## config.mk

```make
export PLATFORM = sky130hd
export DESIGN_NAME = svs_supervisor
export DESIGN_NICKNAME = d
export VERILOG_FILES = /design/src/shared/svs_pkg.sv /design/src/shared/svs_byte_if.sv /design/src/svs_supervisor.sv /design/src/svs_tick.sv /design/src/svs_uart_tx.sv
export VERILOG_INCLUDE_DIRS = /design/src /design/src/shared
export SDC_FILE = /design/constraint.sdc
export NUM_CORES = 1
export LEC_CHECK = 0
export ABC_AREA = 1
export BUFFER_PORTS_ARGS = -buffer_cell sky130_fd_sc_hd__buf_2
export CAP_MARGIN = 20
export CORE_MARGIN = 2
export CORE_UTILIZATION = 55
export CTS_BUF_LIST = sky130_fd_sc_hd__clkbuf_2 sky130_fd_sc_hd__clkbuf_4 sky130_fd_sc_hd__clkbuf_8
export DETAILED_ROUTE_END_ITERATION = 7
export GPL_ROUTABILITY_DRIVEN = 0
export GPL_TIMING_DRIVEN = 1
export PLACE_DENSITY = 0.79
export SYNTH_ARGS = -nofsm -noshare
export SYNTH_HDL_FRONTEND = slang
export SYNTH_SLANG_ARGS = --single-unit
```

## constraint.sdc

```tcl
create_clock -name clk_i -period 1.8 [get_ports clk_i]
set_input_delay 0 -clock clk_i [delete_from_list [all_inputs] [get_ports clk_i]]
set_output_delay 0 -clock clk_i [all_outputs]
set_load 0.01 [all_outputs]
```

## src/shared/svs_map.svh

```systemverilog
// register map, field positions, reset values and timing counts
`ifndef SVS_MAP_SVH
`define SVS_MAP_SVH

// clock and times in their own units
`define SVS_CLK_HZ 25000000
`define SVS_POLL_MS 10
`define SVS_STABLE_MS 100
`define SVS_COUNT_MS 500
`define SVS_ALARM_MS 1000
`define SVS_BAUD 38400

// derived counts (baud divider rounds down: 651 cycles a bit)
`define SVS_TICK_CYC (`SVS_CLK_HZ / 1000 * `SVS_POLL_MS)
`define SVS_STABLE_SAMPLES (`SVS_STABLE_MS / `SVS_POLL_MS)
`define SVS_COUNT_TICKS (`SVS_COUNT_MS / `SVS_POLL_MS)
`define SVS_ALARM_TICKS (`SVS_ALARM_MS / `SVS_POLL_MS)
`define SVS_BAUD_CYC (`SVS_CLK_HZ / `SVS_BAUD)

// byte addresses on the register bus
`define SVS_OFF_MON_CTRL 24'h000000
`define SVS_OFF_DET_STATUS 24'h000004
`define SVS_OFF_IRQ_STATUS 24'h000008
`define SVS_OFF_IRQ_MASK 24'h00000c
`define SVS_OFF_COUNT 24'h000010
`define SVS_IDX_OPTION_SEL 24'h0fffff
`define SVS_OFF_OPTION_SEL (`SVS_IDX_OPTION_SEL * 4)

// monitor_two_control fields
`define SVS_CTL_EN 0
`define SVS_CTL_FDIS 1
`define SVS_CTL_FLAG 2
`define SVS_CTL_MODE 6
`define SVS_CTL_POL 7

// detector_status_reg fields
`define SVS_DST_LOWER_OK 0
`define SVS_DST_LEVEL 3

// interrupt status / mask fields
`define SVS_IRQ_PASSAGE 0
`define SVS_IRQ_START 1
`define SVS_IRQ_LOWRST 2

// option select byte; lowvolt_reset_autostart is active low
`define SVS_OPTSEL_RST 8'h9f
`define SVS_OPT_LVR_BIT 5

`endif

```

## src/shared/svs_pkg.sv

```systemverilog
// types shared by the supply supervisor modules
package svs_pkg;
    typedef enum logic [1:0] {
        ST_POLL,
        ST_ARM,
        ST_NORMAL
    } svs_state_e;

    typedef enum logic [1:0] {
        MSG_START,
        MSG_SETSUP,
        MSG_UNDER,
        MSG_OVER
    } svs_msg_e;
endpackage

```

## src/shared/svs_byte_if.sv

```systemverilog
// byte stream between the message sender and the serial transmitter
`timescale 1ns/1ns
interface svs_byte_if;
    logic valid;
    logic ready;
    logic [7:0] data;

    modport src (output valid, output data, input ready);
    modport snk (input valid, input data, output ready);
endinterface

```

## src/svs_supervisor.sv

```systemverilog
// supply voltage supervisor: sequencer, monitor, messages, apb registers
// Operation
// - poll upper comparator every 10 ms after reset
// - stable after ten passing samples, failure restarts
// - when stable arm monitor, send start, run
// - below upper: toggle alarm each second, request
// - normal: count port increments every 0.5 s
// - handler reads passage flag, no filtering
// - single flag reading decides, no re-check
// - downward crossing: under message, polarity to 0
// - upward crossing: over message, polarity to 1
// - below lower threshold: full restart, recheck
// - level compare status bit shows supply above
// - option bit enables lower reset after reset
// - option byte at FFFFFh holds 09Fh
// - serial 38400 bps, 8N1, no flow control
// - clear passage flag before enabling monitor
// - filter disable bit bypasses the filter
// - mode bit: 0 interrupt, 1 reset
`timescale 1ns/1ns
`include "svs_map.svh"
module svs_supervisor #(
    parameter int TICK_CYC = `SVS_TICK_CYC,
    parameter int BAUD_CYC = `SVS_BAUD_CYC,
    parameter logic [7:0] OPT_SEL = `SVS_OPTSEL_RST
) (
    // clock and reset
    input wire logic clk_i,
    input wire logic rst_n_i,
    // apb slave
    input wire logic psel_i,
    input wire logic penable_i,
    input wire logic pwrite_i,
    input wire logic [23:0] paddr_i,
    input wire logic [31:0] pwdata_i,
    output logic [31:0] prdata_o,
    output logic pready_o,
    output logic pslverr_o,
    // detector comparators
    input wire logic above_upper_i,
    input wire logic above_lower_i,
    // ports and interrupt
    output logic [2:0] count_o,
    output logic alarm_o,
    output logic txd_o,
    output logic irq_o
);
    svs_byte_if tx_if ();

    logic tick;
    logic restart;
    logic lvr_en;
    // sequencer state
    svs_pkg::svs_state_e state;
    svs_pkg::svs_state_e next_state;
    logic [3:0] samples;
    logic [3:0] next_samples;
    logic [6:0] iv;
    logic [6:0] next_iv;
    logic set_sent;
    logic next_set_sent;
    logic next_alarm;
    logic [2:0] next_count;
    logic [3:0] pend;
    logic [3:0] next_pend;
    logic mon_en, mon_fdis, mon_flag, mon_mode, mon_pol;
    logic next_en, next_fdis, next_flag, next_mode, next_pol;
    logic f1, f2, lvl_f, lvl_prev;
    logic next_f1, next_f2, next_lvl_f;
    logic fire;
    logic [2:0] irq_stat;
    logic [2:0] next_stat;
    logic [2:0] irq_mask;
    logic [2:0] next_mask;
    logic next_irq;
    // message sender state
    logic sending;
    logic next_sending;
    svs_pkg::svs_msg_e msg_id;
    svs_pkg::svs_msg_e next_msg_id;
    logic [2:0] msg_idx;
    logic [2:0] next_msg_idx;
    logic take;
    svs_pkg::svs_msg_e take_id;
    // bus state
    logic [31:0] next_prdata;
    logic next_pready;
    logic next_pslverr;
    logic access;
    logic wr;

    // lower-threshold reset armed straight from reset by option byte
    assign lvr_en = ~OPT_SEL[`SVS_OPT_LVR_BIT];
    assign restart = lvr_en & ~above_lower_i;
    assign access = psel_i & penable_i & ~pready_o;
    // writes land on the edge that completes the transfer
    assign wr = psel_i & penable_i & pwrite_i & pready_o;

    svs_tick #(
        .CYC(TICK_CYC)
    ) u_tick (
        .clk_i(clk_i),
        .rst_n_i(rst_n_i),
        .clr_i(restart),
        .tick_o(tick)
    );

    svs_uart_tx #(
        .BAUD_CYC(BAUD_CYC)
    ) u_tx (
        .clk_i(clk_i),
        .rst_n_i(rst_n_i),
        .in(tx_if.snk),
        .txd_o(txd_o)
    );

    // ---------------- sequencer and monitor ----------------
    // crossing fires on rise with polarity 0, on fall with polarity 1
    assign fire = mon_en & (mon_pol ? (lvl_prev & ~lvl_f)
                                    : (~lvl_prev & lvl_f));

    always_comb begin
        next_state = state;
        next_samples = samples;
        next_iv = iv;
        next_set_sent = set_sent;
        next_alarm = alarm_o;
        next_count = count_o;
        next_pend = pend;
        next_en = mon_en;
        next_fdis = mon_fdis;
        next_flag = mon_flag;
        next_mode = mon_mode;
        next_pol = mon_pol;
        next_stat = irq_stat;
        next_mask = irq_mask;
        next_f1 = above_upper_i;
        next_f2 = f1;
        // filter wants two agreeing samples; bypass takes the raw level
        next_lvl_f = (f1 == f2) ? f2 : lvl_f;
        if (mon_fdis) begin
            next_lvl_f = above_upper_i;
        end
        if (take) begin
            next_pend[take_id] = 1'b0;
        end
        // software writes
        if (wr && paddr_i == `SVS_OFF_MON_CTRL) begin
            next_en = pwdata_i[`SVS_CTL_EN];
            next_fdis = pwdata_i[`SVS_CTL_FDIS];
            next_mode = pwdata_i[`SVS_CTL_MODE];
            next_pol = pwdata_i[`SVS_CTL_POL];
            if (!pwdata_i[`SVS_CTL_FLAG]) begin
                next_flag = 1'b0;
            end
        end
        if (wr && paddr_i == `SVS_OFF_IRQ_STATUS) begin
            next_stat = irq_stat & ~pwdata_i[2:0];
        end
        if (wr && paddr_i == `SVS_OFF_IRQ_MASK) begin
            next_mask = pwdata_i[2:0];
        end
        case (state)
            svs_pkg::ST_POLL: begin
                if (tick) begin
                    next_iv = iv + 7'd1;
                    if (above_upper_i) begin
                        next_samples = samples + 4'd1;
                        if (samples == 4'(`SVS_STABLE_SAMPLES - 1)) begin
                            next_state = svs_pkg::ST_ARM;
                        end
                    end else begin
                        next_samples = 4'd0;
                        if (!set_sent) begin
                            next_set_sent = 1'b1;
                            next_pend[svs_pkg::MSG_SETSUP] = 1'b1;
                        end
                    end
                    if (iv == 7'(`SVS_ALARM_TICKS - 1)) begin
                        next_iv = 7'd0;
                        // alarm only runs once a low sample was seen
                        next_alarm = alarm_o ^ set_sent;
                    end
                end
            end
            svs_pkg::ST_ARM: begin
                next_flag = 1'b0;
                next_fdis = 1'b1;
                next_mode = 1'b0;
                next_pol = 1'b1;
                next_en = 1'b1;
                next_pend[svs_pkg::MSG_START] = 1'b1;
                next_stat[`SVS_IRQ_START] = 1'b1;
                next_alarm = 1'b0;
                next_count = 3'd0;
                next_iv = 7'd0;
                next_samples = 4'd0;
                next_state = svs_pkg::ST_NORMAL;
            end
            svs_pkg::ST_NORMAL: begin
                if (tick) begin
                    next_iv = iv + 7'd1;
                    if (iv == 7'(`SVS_COUNT_TICKS - 1)) begin
                        next_iv = 7'd0;
                        next_count = count_o + 3'd1;
                    end
                end
                // one look at the flag decides, no re-check
                if (mon_en && mon_flag) begin
                    if (mon_mode) begin
                        // reset mode: the ports restart as after reset
                        next_state = svs_pkg::ST_POLL;
                        next_en = 1'b0;
                        next_set_sent = 1'b0;
                        next_count = 3'd0;
                        next_alarm = 1'b0;
                        next_iv = 7'd0;
                        next_samples = 4'd0;
                    end else if (above_upper_i) begin
                        next_pend[svs_pkg::MSG_OVER] = 1'b1;
                        next_pol = 1'b1;
                    end else begin
                        next_pend[svs_pkg::MSG_UNDER] = 1'b1;
                        next_pol = 1'b0;
                    end
                    next_flag = 1'b0;
                end
            end
            default: begin
                next_state = svs_pkg::ST_POLL;
            end
        endcase
        // a crossing in the clearing cycle is kept
        if (fire) begin
            next_flag = 1'b1;
            next_stat[`SVS_IRQ_PASSAGE] = 1'b1;
        end
        if (restart) begin
            next_state = svs_pkg::ST_POLL;
            next_samples = 4'd0;
            next_iv = 7'd0;
            next_set_sent = 1'b0;
            next_alarm = 1'b0;
            next_count = 3'd0;
            next_en = 1'b0;
            next_flag = 1'b0;
            next_pol = 1'b0;
            next_stat[`SVS_IRQ_LOWRST] = 1'b1;
        end
        next_irq = |(next_stat & next_mask);
    end

    always_ff @(posedge clk_i) begin
        if (!rst_n_i) begin
            state <= svs_pkg::ST_POLL;
            samples <= 4'h0;
            iv <= 7'h00;
            set_sent <= 1'b0;
            alarm_o <= 1'b0;
            count_o <= 3'h0;
            pend <= 4'h0;
            mon_en <= 1'b0;
            mon_fdis <= 1'b0;
            mon_flag <= 1'b0;
            mon_mode <= 1'b0;
            mon_pol <= 1'b0;
            f1 <= 1'b0;
            f2 <= 1'b0;
            lvl_f <= 1'b0;
            lvl_prev <= 1'b0;
            irq_stat <= 3'h0;
            irq_mask <= 3'h0;
            irq_o <= 1'b0;
        end else begin
            state <= next_state;
            samples <= next_samples;
            iv <= next_iv;
            set_sent <= next_set_sent;
            alarm_o <= next_alarm;
            count_o <= next_count;
            pend <= next_pend;
            mon_en <= next_en;
            mon_fdis <= next_fdis;
            mon_flag <= next_flag;
            mon_mode <= next_mode;
            mon_pol <= next_pol;
            f1 <= next_f1;
            f2 <= next_f2;
            lvl_f <= next_lvl_f;
            lvl_prev <= lvl_f;
            irq_stat <= next_stat;
            irq_mask <= next_mask;
            irq_o <= next_irq;
        end
    end

    // ---------------- message sender ----------------
    function automatic logic [7:0] msg_char(svs_pkg::svs_msg_e m,
                                            logic [2:0] i);
        logic [55:0] txt;
        case (m)
            svs_pkg::MSG_START: txt = "START\r\n";
            svs_pkg::MSG_SETSUP: txt = "SET5V\r\n";
            svs_pkg::MSG_UNDER: txt = "UNDER\r\n";
            default: txt = "OVER \r\n";
        endcase
        return txt[55 - 8 * i -: 8];
    endfunction

    // lowest pending message goes first; none is lost while busy
    assign take = ~sending & (|pend);
    assign take_id = pend[0] ? svs_pkg::MSG_START :
                     pend[1] ? svs_pkg::MSG_SETSUP :
                     pend[2] ? svs_pkg::MSG_UNDER : svs_pkg::MSG_OVER;
    assign tx_if.valid = sending;
    assign tx_if.data = msg_char(msg_id, msg_idx);

    always_comb begin
        next_sending = sending;
        next_msg_id = msg_id;
        next_msg_idx = msg_idx;
        if (take) begin
            next_sending = 1'b1;
            next_msg_id = take_id;
            next_msg_idx = 3'd0;
        end else if (sending && tx_if.ready) begin
            next_msg_idx = msg_idx + 3'd1;
            if (msg_idx == 3'd6) begin
                next_sending = 1'b0;
            end
        end
    end

    always_ff @(posedge clk_i) begin
        if (!rst_n_i) begin
            sending <= 1'b0;
            msg_id <= svs_pkg::MSG_START;
            msg_idx <= 3'h0;
        end else begin
            sending <= next_sending;
            msg_id <= next_msg_id;
            msg_idx <= next_msg_idx;
        end
    end

    // ---------------- apb read and response ----------------
    always_comb begin
        next_prdata = prdata_o;
        next_pslverr = 1'b0;
        next_pready = access;
        if (access) begin
            next_prdata = 32'h00000000;
            case (paddr_i)
                `SVS_OFF_MON_CTRL: begin
                    next_prdata[`SVS_CTL_EN] = mon_en;
                    next_prdata[`SVS_CTL_FDIS] = mon_fdis;
                    next_prdata[`SVS_CTL_FLAG] = mon_flag;
                    next_prdata[`SVS_CTL_MODE] = mon_mode;
                    next_prdata[`SVS_CTL_POL] = mon_pol;
                end
                `SVS_OFF_DET_STATUS: begin
                    next_prdata[`SVS_DST_LOWER_OK] = above_lower_i;
                    next_prdata[`SVS_DST_LEVEL] = above_upper_i;
                end
                `SVS_OFF_IRQ_STATUS: next_prdata[2:0] = irq_stat;
                `SVS_OFF_IRQ_MASK: next_prdata[2:0] = irq_mask;
                `SVS_OFF_COUNT: next_prdata[2:0] = count_o;
                24'(`SVS_OFF_OPTION_SEL): next_prdata[7:0] = OPT_SEL;
                default: next_pslverr = 1'b1;
            endcase
        end
    end

    always_ff @(posedge clk_i) begin
        if (!rst_n_i) begin
            prdata_o <= 32'h00000000;
            pready_o <= 1'b0;
            pslverr_o <= 1'b0;
        end else begin
            prdata_o <= next_prdata;
            pready_o <= next_pready;
            pslverr_o <= next_pslverr;
        end
    end
endmodule

```

## src/svs_tick.sv

```systemverilog
// periodic one-cycle pulse generator
`timescale 1ns/1ns
module svs_tick #(
    parameter int CYC = 250000
) (
    // clock and reset
    input wire logic clk_i,
    input wire logic rst_n_i,
    // control and pulse
    input wire logic clr_i,
    output logic tick_o
);
    localparam int W = $clog2(CYC + 1);
    logic [W-1:0] cnt;
    logic [W-1:0] next_cnt;
    logic next_tick;

    always_comb begin
        next_cnt = cnt + W'(1);
        next_tick = 1'b0;
        if (clr_i) begin
            next_cnt = '0;
        end else if (cnt == W'(CYC - 1)) begin
            next_cnt = '0;
            next_tick = 1'b1;
        end
    end

    always_ff @(posedge clk_i) begin
        if (!rst_n_i) begin
            cnt <= '0;
            tick_o <= 1'b0;
        end else begin
            cnt <= next_cnt;
            tick_o <= next_tick;
        end
    end
endmodule

```

## src/svs_uart_tx.sv

```systemverilog
// serial transmitter: 8 data bits, no parity, 1 stop bit
`timescale 1ns/1ns
`include "svs_map.svh"
module svs_uart_tx #(
    parameter int BAUD_CYC = `SVS_BAUD_CYC
) (
    // clock and reset
    input wire logic clk_i,
    input wire logic rst_n_i,
    // byte stream in
    svs_byte_if.snk in,
    // serial line
    output logic txd_o
);
    localparam int W = $clog2(BAUD_CYC + 1);
    logic busy;
    logic [8:0] shreg;
    logic [3:0] nbits;
    logic [W-1:0] bcnt;
    logic next_busy;
    logic [8:0] next_shreg;
    logic [3:0] next_nbits;
    logic [W-1:0] next_bcnt;
    logic next_txd;

    assign in.ready = ~busy;

    always_comb begin
        next_busy = busy;
        next_shreg = shreg;
        next_nbits = nbits;
        next_bcnt = bcnt;
        next_txd = txd_o;
        if (!busy) begin
            if (in.valid) begin
                // start bit now, then data lsb first, then stop
                next_busy = 1'b1;
                next_txd = 1'b0;
                next_shreg = {1'b1, in.data};
                next_nbits = 4'd9;
                next_bcnt = '0;
            end
        end else if (bcnt == W'(BAUD_CYC - 1)) begin
            next_bcnt = '0;
            if (nbits == 4'd0) begin
                next_busy = 1'b0;
            end else begin
                next_txd = shreg[0];
                next_shreg = {1'b1, shreg[8:1]};
                next_nbits = nbits - 4'd1;
            end
        end else begin
            next_bcnt = bcnt + W'(1);
        end
    end

    always_ff @(posedge clk_i) begin
        if (!rst_n_i) begin
            busy <= 1'b0;
            shreg <= 9'h1ff;
            nbits <= 4'h0;
            bcnt <= '0;
            txd_o <= 1'b1;
        end else begin
            busy <= next_busy;
            shreg <= next_shreg;
            nbits <= next_nbits;
            bcnt <= next_bcnt;
            txd_o <= next_txd;
        end
    end
endmodule

```

==> reports/results.ini <==
[yosys]
ys_warn_count=0
synth.most_common_cell=nand2_1
ys_top_cells_by_count=nand2_1, nor2_1, dfxtp_1
synth_seq_area_share_pct=35.4
yosys.cell_types.count=44
synth-seq-cells=96
syn_avg_cell_area_um2=6.78
synthCells=802
async_flop_share_pct=0
synth_area_leader_cell=dfxtp_1
synth_edf_count=0
ys_top_cells_by_area=dfxtp_1, nand2_1, nor2_1
yosysTopAreaCellShare_pct=35.4
ys.flop_type=dfxtp_1
syn_area_mm2=0.00544

[hold_path]
min_path_cells=5
worstHoldEndpoint=mon_pol
hold_start=pwdata_i[7]
hold_path.class=in -> reg

[clocking]
clk_pin_slew_ns=0.09
clock_latency_ns=0.35
cts_buffers=9
htree_levels=3
cts_buffer_depth=2
clkSinkCount=96
root_buffer=clkbuf_8
cts_tree=built

[worst_setup_path]
critPathCaptureType=register
reg2reg_from=state[1]
reg2reg_depth=8
path_class=reg -> reg
reg2reg_to=iv[4]
path_max_fanout=7
worstPathArrival_ns=1.95
worstSetupStartpointType=register
regToRegSetupSlack_ns=0.14
worstPathRequired_ns=2.08

[sta]
rsz0062_at_grt=true
min_period_over_period_pct=92.4
fin_tns_setup_ns=0
fmax_ghz=0.601
drv_slew=0
clock-skew-final_ns=0.0100
period_minus_slack_ns=1.66
hold_viol_final=0
finalSetupViolations=0

[global_routing]
track_usage_pct=23.5
antenna_found_initial=0
grt_pass1_wl_um=20200
grt_pass1_vias=4651
grt_max_degree=34
grt-ovfl-total=0

[layout]
diodes=0
final_nets=964
multi_input_area_mm2=0.00300
ff_latch_area_mm2=0.00192
n_fill_cell=907
area_delta_synth_final_pct=13.1
instances_no_fill=1016
drive_gt1_share_pct=13.7

[floorplan]
die_h_um=103
core_mm2=0.00968
die-area_mm2=0.0107
initial_core_util_pct=56.1
die_x_um=103
boundaryPins=103
fp-row-count=36

[run]
max_cap_viol_count=0

[run_status]
status=completed

[route]
ant_nets=0
drtPass1Iterations=5
drc=0
num_vias=5117
wire_per_inst_um=11.6
dr.first_iter.drc_count=291
viasPerCell=5.04
wl_um=11800

[pwr]
power.leakage_nw=2.53
p_per_area_mw_per_mm2=648
ir_drop_uv=539

[placement]
hpwl_um=8970
io_buffers=50
dp_cells=992

layer usage:
| metal | share of wire, % | vias to the layer above | track usage, % |
|---|---|---|---|
| li1 | - | 2701 | - |
| met1 | 47 | 2290 | 30.4 |
| met2 | 47 | 108 | 40.0 |
| met3 | 4.8 | 18 | 5.04 |
| met4 | 1.2 | 0 | 5.67 |
| met5 | 0 | - | 0 |
critical path: stages (launching register included):
cell	delay (ns)
dfxtp_1	0.36
inv_1	0.09
ha_2	0.41
inv_1	0.12
nor2_1	0.21
nand2_1	0.13
nand4_1	0.08
a21oi_1	0.06
nor3_1	0.13
per-stage QoR:
| step | hold slack, ns | total power [mW] | utilization, % | instance area (um^2) | worst slack [ns] |
|---|---|---|---|---|---|
| detailed placement | 0.269 | 2.61 | 60.3 | 5840 | 0.0704 |
| floorplan | 0.0935 | 2.53 | - | 5530 | 0.233 |
| finish | 0.0300 | 3.98 | 63.5 | 6150 | 0.136 |
| CTS | 0.0106 | 4.02 | 63.0 | 6100 | 0.0459 |
| global route | 0.0295 | 4.16 | 63.5 | 6150 | -0.0522 |
| global placement | 0.262 | 2.61 | 60.3 | 5840 | 0.129 |
repair_timing:
action                     CTS  global route
hold buffers                 7             0
buffers inserted             0             2
hold endpoints to repair    11             0
gates resized for setup      0            10
setup endpoints to repair    0            25
worst max-delay path by stage:
stage / from / slack, ns / cells past startpoint / to
2_1_floorplan: msg_idx[0] / 0.23 / 8 / u_tx.shreg[6]
5_1_grt: state[0] / -0.05 / 11 / count_o[1]
6_report: state[1] / 0.14 / 8 / iv[4]
3_3_place_gp: state[0] / 0.13 / 10 / iv[2]
4_1_cts: state[0] / 0.05 / 11 / count_o[1]
3_5_place_dp: state[0] / 0.07 / 10 / iv[2]
cell type report:
type / count / area share, %
flip-flops and latches: 96 / 31.3
clock inverters: 3 / 0.692
clock buffers: 11 / 2.46
well taps: 133 / 2.71
repair buffers: 79 / 7.90
inverters: 99 / 6.09
multi-input cells: 595 / 48.9
power breakdown:
group	total, mW	internal [mW]	switching (mW)
Clock	1.40	0.701	0.699
Sequential	2.21	2.18	0.0368
Combinational	0.366	0.137	0.229
Total	3.98	3.02	0.965
placed cells by master, fill, tap and decap left out, drive strengths merged, types with 3 or more instances in the layout:
cell           n
ha            21
xor2          13
nand4         17
a21oi         66
inv           98
buf           72
nor3          15
nand2        180
nor2         120
dfxtp         96
o22ai          3
o21ai         50
xnor2          3
conb          25
or2            3
clkbuf        11
dlygate4sd3    7
a31oi          7
nand3         56
logic make-up after synthesis:
family                     Yosys count  share of synthesized area [%]
and+or+nand+nor                    396                           32.3
AOI/OAI and AO/OA                  136                           13.4
buffers and inverters              136                           11.5
DFF                                 96                           35.4
adders and majority gates           21                           4.83
xor gates and xnor gates            16                           2.58
other                                1                         0.0690
registers in the layout, summed over array words and instances, names as in the netlist, 2 cells and up:
register / count
u_tick.cnt: 18
u_tx.bcnt: 10
u_tx.shreg: 8
iv: 7
prdata_o: 7
pend: 4
samples: 4
u_tx.nbits: 4
count_o: 3
irq_mask: 3
irq_stat: 3
msg_idx: 3
msg_id: 2
state: 2
No activity file was read; power rests on OpenSTA's default activity.
